===== src/bfs_map.svh =====
// Constants of the buck fault supervisor: times, counts, offsets, fields
`ifndef BFS_MAP_SVH
`define BFS_MAP_SVH

// ****************************************************************
// Clock and times
// ****************************************************************
`define BFS_CLK_NS          50
`define BFS_OK_ASSERT_NS    120000000
`define BFS_OK_DEASSERT_NS  150000
`define BFS_HICCUP_NS       60000000
`define BFS_SOFT_START_NS   8000000
`define BFS_DEAD_NS         12
`define BFS_BLANK_NS        100
`define BFS_DEAD_WAIT_NS    500
// Least time in whole cycles, never below one
`define BFS_CYC(ns) \
  ((((ns) + `BFS_CLK_NS - 1) / `BFS_CLK_NS) < 1 ? 1 : \
   (((ns) + `BFS_CLK_NS - 1) / `BFS_CLK_NS))

// ****************************************************************
// Counts and widths
// ****************************************************************
`define BFS_OC_FAULT_CNT    3'h7
`define BFS_OC_ZERO         3'h0
`define BFS_OC_ONE          3'h1
`define BFS_TMR_W           22
`define BFS_TMR_ZERO        22'h0
`define BFS_SHORT_W         4
`define BFS_SHORT_ZERO      4'h0
`define BFS_SHORT_ONE       4'h1

// ****************************************************************
// Synchroniser lanes of the comparator, pin, PWM and oscillator inputs
// ****************************************************************
`define BFS_NIN             12
`define BFS_IN_DIS_N        0
`define BFS_IN_VIN_UPPER    1
`define BFS_IN_VIN_LOWER    2
`define BFS_IN_REG_OK       3
`define BFS_IN_OUT_REACHED  4
`define BFS_IN_FB_WINDOW    5
`define BFS_IN_OVER_TEMP    6
`define BFS_IN_HS_OC        7
`define BFS_IN_LS_OC        8
`define BFS_IN_PWM_HS       9
`define BFS_IN_OSC_TICK     10
`define BFS_IN_PHASE_LOW    11

// ****************************************************************
// Register map and fields
// ****************************************************************
`define BFS_ADDR_CTRL       12'h000
`define BFS_ADDR_STATUS     12'h004
`define BFS_CTRL_RESET      2'h1
`define BFS_CTRL_ENABLE     0
`define BFS_CTRL_FIXED_DEAD 1
`define BFS_ST_STATE_LSB    0
`define BFS_ST_OK           3
`define BFS_ST_INPUT_OK     4
`define BFS_ST_RETRY        5
`define BFS_ST_HS_GATE      6
`define BFS_ST_LS_GATE      7
`define BFS_ST_HS_CNT_LSB   8
`define BFS_ST_LS_CNT_LSB   12

`endif


===== src/bfs_pkg.sv =====
// Types shared by the buck fault supervisor
package bfs_pkg;
  typedef enum logic [2:0]
  {
    BFS_OFF        = 3'h0,
    BFS_LOCKOUT    = 3'h1,
    BFS_SOFT_START = 3'h2,
    BFS_RUN        = 3'h3,
    BFS_HICCUP     = 3'h4
  } bfs_state_t;
endpackage


===== src/bfs_buck_fault_supervisor.sv =====
// Supervisor of a synchronous buck controller: lockout, gates, faults, ok flag
`timescale 1ns/1ps
`include "bfs_map.svh"

module bfs_buck_fault_supervisor #(
  parameter int unsigned OK_ASSERT_CYC = `BFS_CYC(`BFS_OK_ASSERT_NS),
  parameter int unsigned HICCUP_CYC    = `BFS_CYC(`BFS_HICCUP_NS),
  parameter int unsigned SOFT_CYC      = `BFS_CYC(`BFS_SOFT_START_NS)
)(
  input  wire logic               pclk,
  input  wire logic               presetn,
  input  wire logic               psel,
  input  wire logic               penable,
  input  wire logic               pwrite,
  input  wire logic [11:0]        paddr,
  input  wire logic [31:0]        pwdata,
  output logic                    pready,
  output logic                    pslverr,
  output logic [31:0]             prdata,
  input  wire logic               disable_input_n,
  input  wire logic               vin_above_upper,
  input  wire logic               vin_above_lower,
  input  wire logic               regulator_ok,
  input  wire logic               output_reached,
  input  wire logic               feedback_sense_in_window,
  input  wire logic               over_temp,
  input  wire logic               hs_overcurrent,
  input  wire logic               ls_overcurrent,
  input  wire logic               pwm_high_request,
  input  wire logic               osc_tick,
  input  wire logic               phase_low,
  output logic                    high_side_gate,
  output logic                    low_side_gate,
  output logic                    internal_regulator_en,
  output logic                    soft_start_active,
  output logic                    output_ok_flag_o,
  output logic                    output_ok_flag_oe,
  output bfs_pkg::bfs_state_t     supervisor_state
);
  import bfs_pkg::*;

  localparam int unsigned DEASSERT_CYC = `BFS_CYC(`BFS_OK_DEASSERT_NS);
  localparam int unsigned DEAD_CYC     = `BFS_CYC(`BFS_DEAD_NS);
  localparam int unsigned BLANK_CYC    = `BFS_CYC(`BFS_BLANK_NS);
  localparam int unsigned DEAD_WAIT    = `BFS_CYC(`BFS_DEAD_WAIT_NS);

  // ****************************************************************
  // Functions
  // ****************************************************************
  // True once a counter started at zero has run the given cycles
  function automatic logic tmr_done(input logic [31:0] c,
                                    input int unsigned lim);
    tmr_done = (c + 32'h1) >= lim;
  endfunction

  // Up on a tripped cycle, down on a clean one, within 0..7
  function automatic logic [2:0] oc_step(input logic [2:0] c,
                                         input logic       trip);
    if (trip)
      oc_step = (c == `BFS_OC_FAULT_CNT) ? c : c + `BFS_OC_ONE;
    else
      oc_step = (c == `BFS_OC_ZERO) ? c : c - `BFS_OC_ONE;
  endfunction

  // ****************************************************************
  // Input synchronisers
  // ****************************************************************
  logic [`BFS_NIN-1:0] sync1_reg;
  logic [`BFS_NIN-1:0] sync2_reg;
  logic                tick_d_reg;
  wire  [`BFS_NIN-1:0] raw_in = {phase_low, osc_tick, pwm_high_request,
                                 ls_overcurrent, hs_overcurrent, over_temp,
                                 feedback_sense_in_window, output_reached,
                                 regulator_ok, vin_above_lower,
                                 vin_above_upper, disable_input_n};

  always_ff @(posedge pclk or negedge presetn)
    if (!presetn)
    begin
      sync1_reg  <= '0;
      sync2_reg  <= '0;
      tick_d_reg <= 1'b0;
    end
    else
    begin
      sync1_reg  <= raw_in;
      sync2_reg  <= sync1_reg;
      tick_d_reg <= sync2_reg[`BFS_IN_OSC_TICK];
    end

  wire dis_n_s    = sync2_reg[`BFS_IN_DIS_N];
  wire reg_ok_s   = sync2_reg[`BFS_IN_REG_OK];
  wire hot_s      = sync2_reg[`BFS_IN_OVER_TEMP];
  wire pwm_s      = sync2_reg[`BFS_IN_PWM_HS];
  wire phase_lo_s = sync2_reg[`BFS_IN_PHASE_LOW];
  wire cycle_start = sync2_reg[`BFS_IN_OSC_TICK] & ~tick_d_reg;

  // ****************************************************************
  // Registers over APB
  // ****************************************************************
  logic [1:0]  ctrl_reg;
  logic [31:0] prdata_reg;
  logic        pslverr_reg;
  wire         sel_ctrl   = (paddr == `BFS_ADDR_CTRL);
  wire         sel_status = (paddr == `BFS_ADDR_STATUS);
  wire         setup      = psel & ~penable;
  wire         wr_ctrl    = psel & penable & pwrite & sel_ctrl;
  wire         sw_enable  = ctrl_reg[`BFS_CTRL_ENABLE];
  wire         fixed_dead = ctrl_reg[`BFS_CTRL_FIXED_DEAD];
  wire [31:0]  status_word;
  wire [31:0]  rd_mux = sel_ctrl   ? {30'h0, ctrl_reg} :
                        sel_status ? status_word : 32'h0;

  // Read data is captured in the setup cycle so it comes from a flop
  always_ff @(posedge pclk or negedge presetn)
    if (!presetn)
    begin
      ctrl_reg    <= `BFS_CTRL_RESET;
      prdata_reg  <= 32'h0;
      pslverr_reg <= 1'b0;
    end
    else
    begin
      if (wr_ctrl)
        ctrl_reg <= pwdata[1:0];
      if (setup)
      begin
        prdata_reg  <= pwrite ? 32'h0 : rd_mux;
        pslverr_reg <= ~(sel_ctrl | (sel_status & ~pwrite));
      end
    end

  assign pready  = 1'b1;
  assign pslverr = pslverr_reg & psel & penable;
  assign prdata  = prdata_reg;

  // ****************************************************************
  // Supervisor state
  // ****************************************************************
  bfs_state_t               state_reg;
  bfs_state_t               state_next;
  logic                     input_ok_reg;
  logic                     retry_reg;
  logic [`BFS_TMR_W-1:0]    tmr_reg;
  logic [2:0]               hs_cnt_reg;
  logic [2:0]               ls_cnt_reg;
  logic                     hs_trip_reg;
  logic                     ls_trip_reg;

  wire input_ok_next = input_ok_reg ? sync2_reg[`BFS_IN_VIN_LOWER]
                                    : sync2_reg[`BFS_IN_VIN_UPPER];
  wire shutdown = ~dis_n_s | ~reg_ok_s | ~sw_enable;
  wire lockout  = ~input_ok_reg | hot_s;
  wire switching = (state_reg == BFS_SOFT_START) | (state_reg == BFS_RUN);
  wire judge     = switching & cycle_start;
  wire [2:0] hs_cnt_next = oc_step(hs_cnt_reg, hs_trip_reg);
  wire [2:0] ls_cnt_next = oc_step(ls_cnt_reg, ls_trip_reg);
  wire fault = judge & ((hs_cnt_next == `BFS_OC_FAULT_CNT) |
                        (ls_cnt_next == `BFS_OC_FAULT_CNT) |
                        (retry_reg & (hs_trip_reg | ls_trip_reg)));
  wire tmr_end = (state_reg == BFS_HICCUP)
                 ? tmr_done(32'(tmr_reg), HICCUP_CYC)
                 : tmr_done(32'(tmr_reg), SOFT_CYC);

  always_comb
  begin
    state_next = state_reg;
    if (shutdown)
      state_next = BFS_OFF;
    else if (lockout)
      state_next = BFS_LOCKOUT;
    else
      unique case (state_reg)
        BFS_OFF, BFS_LOCKOUT:
          state_next = BFS_SOFT_START;
        BFS_SOFT_START:
          if (fault)
            state_next = BFS_HICCUP;
          else if (tmr_end)
            state_next = BFS_RUN;
        BFS_RUN:
          if (fault)
            state_next = BFS_HICCUP;
        BFS_HICCUP:
          if (tmr_end)
            state_next = BFS_SOFT_START;
        default:
          state_next = BFS_OFF;
      endcase
  end

  wire state_change = (state_next != state_reg);
  wire clear_cnt    = (state_reg == BFS_OFF) | (state_reg == BFS_LOCKOUT);

  always_ff @(posedge pclk or negedge presetn)
    if (!presetn)
    begin
      state_reg    <= BFS_OFF;
      input_ok_reg <= 1'b0;
      retry_reg    <= 1'b0;
      tmr_reg      <= `BFS_TMR_ZERO;
      hs_cnt_reg   <= `BFS_OC_ZERO;
      ls_cnt_reg   <= `BFS_OC_ZERO;
    end
    else
    begin
      state_reg    <= state_next;
      input_ok_reg <= input_ok_next;
      tmr_reg      <= state_change ? `BFS_TMR_ZERO : tmr_reg + 22'h1;
      if (clear_cnt | state_next == BFS_OFF)
      begin
        hs_cnt_reg <= `BFS_OC_ZERO;
        ls_cnt_reg <= `BFS_OC_ZERO;
      end
      else if (judge)
      begin
        hs_cnt_reg <= hs_cnt_next;
        ls_cnt_reg <= ls_cnt_next;
      end
      if (state_reg == BFS_HICCUP && state_next == BFS_SOFT_START)
        retry_reg <= 1'b1;
      else if (judge | ~switching)
        retry_reg <= 1'b0;
    end

  // ****************************************************************
  // Gate sequencing, blanking and overcurrent sensing
  // ****************************************************************
  logic                    hs_gate_reg;
  logic                    ls_gate_reg;
  logic                    hs_cut_reg;
  logic [`BFS_SHORT_W-1:0] dead_reg;
  logic [`BFS_SHORT_W-1:0] blank_reg;

  wire blank_done = tmr_done(32'(blank_reg), BLANK_CYC);
  wire hs_trip_set = hs_gate_reg & blank_done &
                     sync2_reg[`BFS_IN_HS_OC];
  wire ls_trip_set = ls_gate_reg & blank_done &
                     sync2_reg[`BFS_IN_LS_OC];
  wire gate_run = switching & ~state_change;
  wire want_hs  = gate_run & pwm_s & ~hs_cut_reg & ~hs_trip_set;
  // Low side stays on after its own trip: it only yields to a high-side request or a change of state
  wire want_ls  = gate_run & ~pwm_s;
  wire both_off = ~hs_gate_reg & ~ls_gate_reg;
  wire dead_done = tmr_done(32'(dead_reg), DEAD_CYC);
  // Adaptive wait is capped so a stuck phase sense cannot stall switching
  wire ls_may_on = fixed_dead ? dead_done
                 : (phase_lo_s & dead_done) |
                   tmr_done(32'(dead_reg), DEAD_WAIT);
  wire hs_on  = both_off & want_hs & dead_done;
  wire ls_on  = both_off & want_ls & ls_may_on;
  wire [`BFS_SHORT_W-1:0] dead_inc =
    (dead_reg == '1) ? dead_reg : dead_reg + `BFS_SHORT_ONE;
  wire [`BFS_SHORT_W-1:0] blank_inc =
    (blank_reg == '1) ? blank_reg : blank_reg + `BFS_SHORT_ONE;

  always_ff @(posedge pclk or negedge presetn)
    if (!presetn)
    begin
      hs_gate_reg <= 1'b0;
      ls_gate_reg <= 1'b0;
      hs_cut_reg  <= 1'b0;
      hs_trip_reg <= 1'b0;
      ls_trip_reg <= 1'b0;
      dead_reg    <= `BFS_SHORT_ZERO;
      blank_reg   <= `BFS_SHORT_ZERO;
    end
    else
    begin
      hs_gate_reg <= hs_on | (hs_gate_reg & want_hs);
      ls_gate_reg <= ls_on | (ls_gate_reg & want_ls);
      dead_reg    <= both_off ? dead_inc : `BFS_SHORT_ZERO;
      blank_reg   <= (hs_on | ls_on) ? `BFS_SHORT_ZERO : blank_inc;
      // A trip in the cycle that consumes the flag still counts
      hs_cut_reg  <= hs_trip_set | (hs_cut_reg & ~cycle_start);
      hs_trip_reg <= hs_trip_set | (hs_trip_reg & ~cycle_start);
      ls_trip_reg <= ls_trip_set | (ls_trip_reg & ~cycle_start);
    end

  assign high_side_gate        = hs_gate_reg;
  assign low_side_gate         = ls_gate_reg;
  assign internal_regulator_en = dis_n_s;
  assign soft_start_active     = (state_reg == BFS_SOFT_START);
  assign supervisor_state      = state_reg;

  // ****************************************************************
  // Output-ok flag with assert and deassert delays
  // ****************************************************************
  logic                  ok_reg;
  logic [`BFS_TMR_W-1:0] ok_tmr_reg;

  wire oc_seen = hs_trip_reg | ls_trip_reg |
                 (hs_cnt_reg != `BFS_OC_ZERO) |
                 (ls_cnt_reg != `BFS_OC_ZERO);
  wire all_good = (state_reg == BFS_RUN)
                & sync2_reg[`BFS_IN_OUT_REACHED]
                & sync2_reg[`BFS_IN_FB_WINDOW]
                & input_ok_reg
                & ~oc_seen
                & ~hot_s;
  wire ok_change = ok_reg ? ~all_good : all_good;
  wire ok_end    = ok_reg ? tmr_done(32'(ok_tmr_reg), DEASSERT_CYC)
                          : tmr_done(32'(ok_tmr_reg), OK_ASSERT_CYC);

  always_ff @(posedge pclk or negedge presetn)
    if (!presetn)
    begin
      ok_reg     <= 1'b0;
      ok_tmr_reg <= `BFS_TMR_ZERO;
    end
    else if (!ok_change)
      ok_tmr_reg <= `BFS_TMR_ZERO;
    else if (ok_end)
    begin
      ok_reg     <= ~ok_reg;
      ok_tmr_reg <= `BFS_TMR_ZERO;
    end
    else
      ok_tmr_reg <= ok_tmr_reg + 22'h1;

  // Open drain: the pin is only ever pulled low
  assign output_ok_flag_o  = 1'b0;
  assign output_ok_flag_oe = ~ok_reg;

  assign status_word = {17'h0, ls_cnt_reg, 1'b0, hs_cnt_reg,
                        ls_gate_reg, hs_gate_reg, retry_reg,
                        input_ok_reg, ok_reg, state_reg};
endmodule


===== config.mk =====
export PLATFORM = sky130hd
export DESIGN_NAME = bfs_buck_fault_supervisor
export DESIGN_NICKNAME = d
export VERILOG_FILES = /design/src/bfs_pkg.sv /design/src/bfs_buck_fault_supervisor.sv
export VERILOG_INCLUDE_DIRS = /design/src
export SDC_FILE = /design/constraint.sdc
export NUM_CORES = 1
export LEC_CHECK = 0
export BUFFER_PORTS_ARGS = -buffer_cell sky130_fd_sc_hd__buf_2
export CORE_ASPECT_RATIO = 1.75
export CORE_MARGIN = 2
export CORE_UTILIZATION = 62
export CTS_BUF_LIST = sky130_fd_sc_hd__clkbuf_16
export DETAILED_ROUTE_END_ITERATION = 8
export PLACE_DENSITY_LB_ADDON = 0.15
export SYNTH_ARGS = -nofsm -noshare
export SYNTH_HDL_FRONTEND = slang
export SYNTH_SLANG_ARGS = --single-unit

===== constraint.sdc =====
create_clock -name pclk -period 5.9 [get_ports pclk]
set_clock_uncertainty 0.05 [all_clocks]
set_input_delay 0.295 -clock pclk [delete_from_list [all_inputs] [get_ports pclk]]
set_output_delay 0.295 -clock pclk [all_outputs]
set_load 0.01 [all_outputs]

==> impl_results.md <==
* Post-CTS Setup Bufs at 0
* Clk slew on worst S/H paths at 0.08 ns
* Cell Pwr Density at 232 mW/mm^2
* Lkg Pwr at 3.16 nW
* Worst-Skew Late Latency at 0.36 ns
* Synthesized area per cell at 9.94 um^2
* Worst endpoint data arrival time at 3.62 ns
* Die Span X at 80.9 um
* Die ar. at 0.0112 mm^2
* Core ar. at 0.0102 mm^2
* Min Tclk post-route at 3.38 ns
* CTS tree: built
* Routability cong. at 0.875
* Worst Path Required at 6.14 ns
* Largest stage delay on the critical path at 0.75 ns
* Final nets at 763
* Routed Antenna Nets at 0
* Critical Path Fanout Max at 22
* Die Ht at 139 um
* Setup Viol. Count Final at 0
* Critical path buffers and inverters at 1
* CTS Buffer Depth at 2
* IO Port Bufs at 53
* Worst Max-Slew Pin Slew at 0.950 ns
* Number of global-route vias before repair at 5,046
* Hold Buf Count CTS at 13
* First-pass GRT wire length at 22.6 mm
* Post-synth cell types at 79
* Hold/Removal Path Class: in2reg
* CP delay by family, top: compound AO/OA/AOI/OAI gates
* CP cell instances: inv_1 > ha_1 > nor2b_1 > a211oi_1 > a2bb2oi_1 > o221ai_1 > a31o_2 > a21oi_2 > nand3_1 > nor2_1
* HPWL Detailed at 9.47 mm
* H-tree levels at 3
* Initial core utilization at 63.0%
* Synth Flop Type: dfrtp_1
* Post-synth EDFFs at 0
* Post-DR vias/cell at 6.01
* Overall Power at 1.63 mW
* # diodes at 0
* Final Hold Fails at 0
* Hold WS at 0.123 ns
* Final Max Slew Viols at 0
* Crit path launch type: flip-flop
* Routed wire length at 13.4 mm
* Post-cts sizing count at 0
* Initial antenna violation count at 0
* Avg WL per Cell at 16.4 um
* Synthesis-to-finish area growth at 9.85%
* Rows at 49
* CP endpoint kind: flip-flop
* Max Cap Viol at 0
* DRC viols at 0
* Root Driver: clkbuf_16
* Sink Count at 111
* Final instance area at 0.00705 mm^2
* Io pins at 104
* Placed inst area at 0.00659 mm^2
* Fin crit share at 57.3%
* FMAX at 296 MHz
* Pre-antenna DRT Iters at 4
* RSZ-0062 raised after global routing: false
* CP max-delay cell: a21oi_2
* Ys Warns at 0
* Gate Count Post-Synth at 645
* Flops & latches, synth at 111
* CTS Buf Count at 9
* Post-synth top area share at 42.9%
* Share of cells above drive strength 1 at 18.6%
* Setup_tns at 0 ns
* Yosys top cell by area: dfrtp_1
* Max_slew headroom at 36.7%
* DR vias at 4,928
* Iter 0 DRT Violations at 352
* GR Overflow Total at 0
* Sequential fraction of the synthesis area at 43.3%
* GRT Util Overall at 25.2%
* Top post-synthesis cells by area: dfrtp_1 43%, xnor2_1 4.1%, nand2_1 3.3%, nor3_2 3.3%, nor2_1 3.2%
* Ys async rst share at 100%
* Maximum vdd drop at 0.000171 V
* Crit Path Class: reg2reg
* Largest net degree at the start of global routing at 67
* Syn Std Cell Area at 0.00641 mm^2
* Outcome: finished, final reports clean
[worst paths after layout]
kind	start	end	slack, ns	cells past startpoint
worst min-delay path	pwdata[1]	ctrl_reg[1]$_DFFE_PN0P_	0.12	2
worst min register to register	sync1_reg[1]$_DFF_PN0_	sync2_reg[1]$_DFF_PN0_	0.30	0
worst max register to register	hs_cnt_reg[1]$_DFFE_PN0P_	tmr_reg[21]$_DFF_PN0_	2.52	10
max in group asynchronous	presetn	tmr_reg[12]$_DFF_PN0_	4.13	3
worst max-delay path	hs_cnt_reg[1]$_DFFE_PN0P_	tmr_reg[21]$_DFF_PN0_	2.52	10
min in group asynchronous	presetn	dead_reg[2]$_DFFE_PN0P_	0.42	2
[synthesized netlist by cell type, types with 4 or more instances]
master / n
a21o_1: 7
a21oi_1: 17
a22o_1: 13
a31oi_1: 5
and2_1: 5
and3_1: 8
and4_1: 5
buf_2: 8
buf_4: 25
buf_6: 4
clkbuf_1: 18
dfrtp_1: 110
ha_1: 14
inv_1: 20
mux2_2: 4
mux2i_1: 6
nand2_1: 57
nand2b_1: 5
nand3_1: 32
nand4_1: 13
nand4b_1: 4
nor2_1: 55
nor2b_1: 7
nor3_1: 18
nor3_2: 21
nor3b_1: 5
nor4_1: 7
nor4_2: 4
o211ai_1: 6
o21ai_0: 12
o21ai_1: 4
xnor2_1: 30
xor2_1: 18
[cells in the final DEF (no fill, tap or decap), types with 14 or more instances in the layout]
| master | instances |
|---|---|
| ha_1 | 14 |
| a21oi_1 | 16 |
| xor2_1 | 18 |
| nor2_1 | 55 |
| nor3_1 | 18 |
| inv_1 | 20 |
| nand3_1 | 32 |
| nor3_2 | 21 |
| xnor2_1 | 30 |
| conb_1 | 20 |
| dfrtp_1 | 110 |
| buf_2 | 52 |
| nand2_1 | 57 |
[report_power, final]
part | switching [mW] | leakage (nW) | total (mW) | internal [mW]
sequential | 0.0404 | 1.43 | 0.835 | 0.795
clock | 0.321 | 0.156 | 0.632 | 0.311
combinational | 0.0923 | 1.58 | 0.166 | 0.0739
[stage by stage]
| stage | worst slack [ns] | utilization, % | cells |
|---|---|---|---|
| finish | 2.52 | 69.2 | 820 |
| global placement | 2.65 | 64.8 | 791 |
| detailed placement | 2.51 | 64.8 | 791 |
| CTS | 2.50 | 69.2 | 820 |
| global route | 2.26 | 69.2 | 820 |
| floorplan | 3.21 | - | 663 |
[cell type report]
class / instances / area, um^2
Multi-Input combinational cell: 477 / 3290
Fill cell: 806 / 3130
Sequential cell: 111 / 2780
Timing Repair Buffer: 69 / 420
Clock buffer: 9 / 225
Tap cell: 127 / 159
Clock inverter: 7 / 96.3
Inverter: 20 / 75.1
[cell families (layout without fill, tap and decap cells)]
| group | Yosys count | count (layout) | share of synthesized area, % |
|---|---|---|---|
| AOI/OAI and AO/OA | 110 | 110 | 13.0 |
| xor gates and xnor gates | 48 | 48 | 6.55 |
| adders and majority gates | 14 | 14 | 2.73 |
| buffers and inverters | 75 | 105 | 6.48 |
| DFF | 111 | 111 | 43.3 |
| muxes | 12 | 12 | 1.99 |
| other | 2 | 20 | 0.117 |
| and+or+nand+nor | 273 | 273 | 25.8 |
[routing by layer]
| layer | global-route usage, % | part of all wire, % | vias to the layer above |
|---|---|---|---|
| met5 | 0 | 0 | - |
| met3 | 3.06 | 3.2 | 33 |
| met4 | 12.4 | 3.1 | 0 |
| li1 | - | - | 2353 |
| met2 | 45.1 | 55 | 126 |
| met1 | 28.8 | 39 | 2416 |
(Power assumes the default switching activity.)
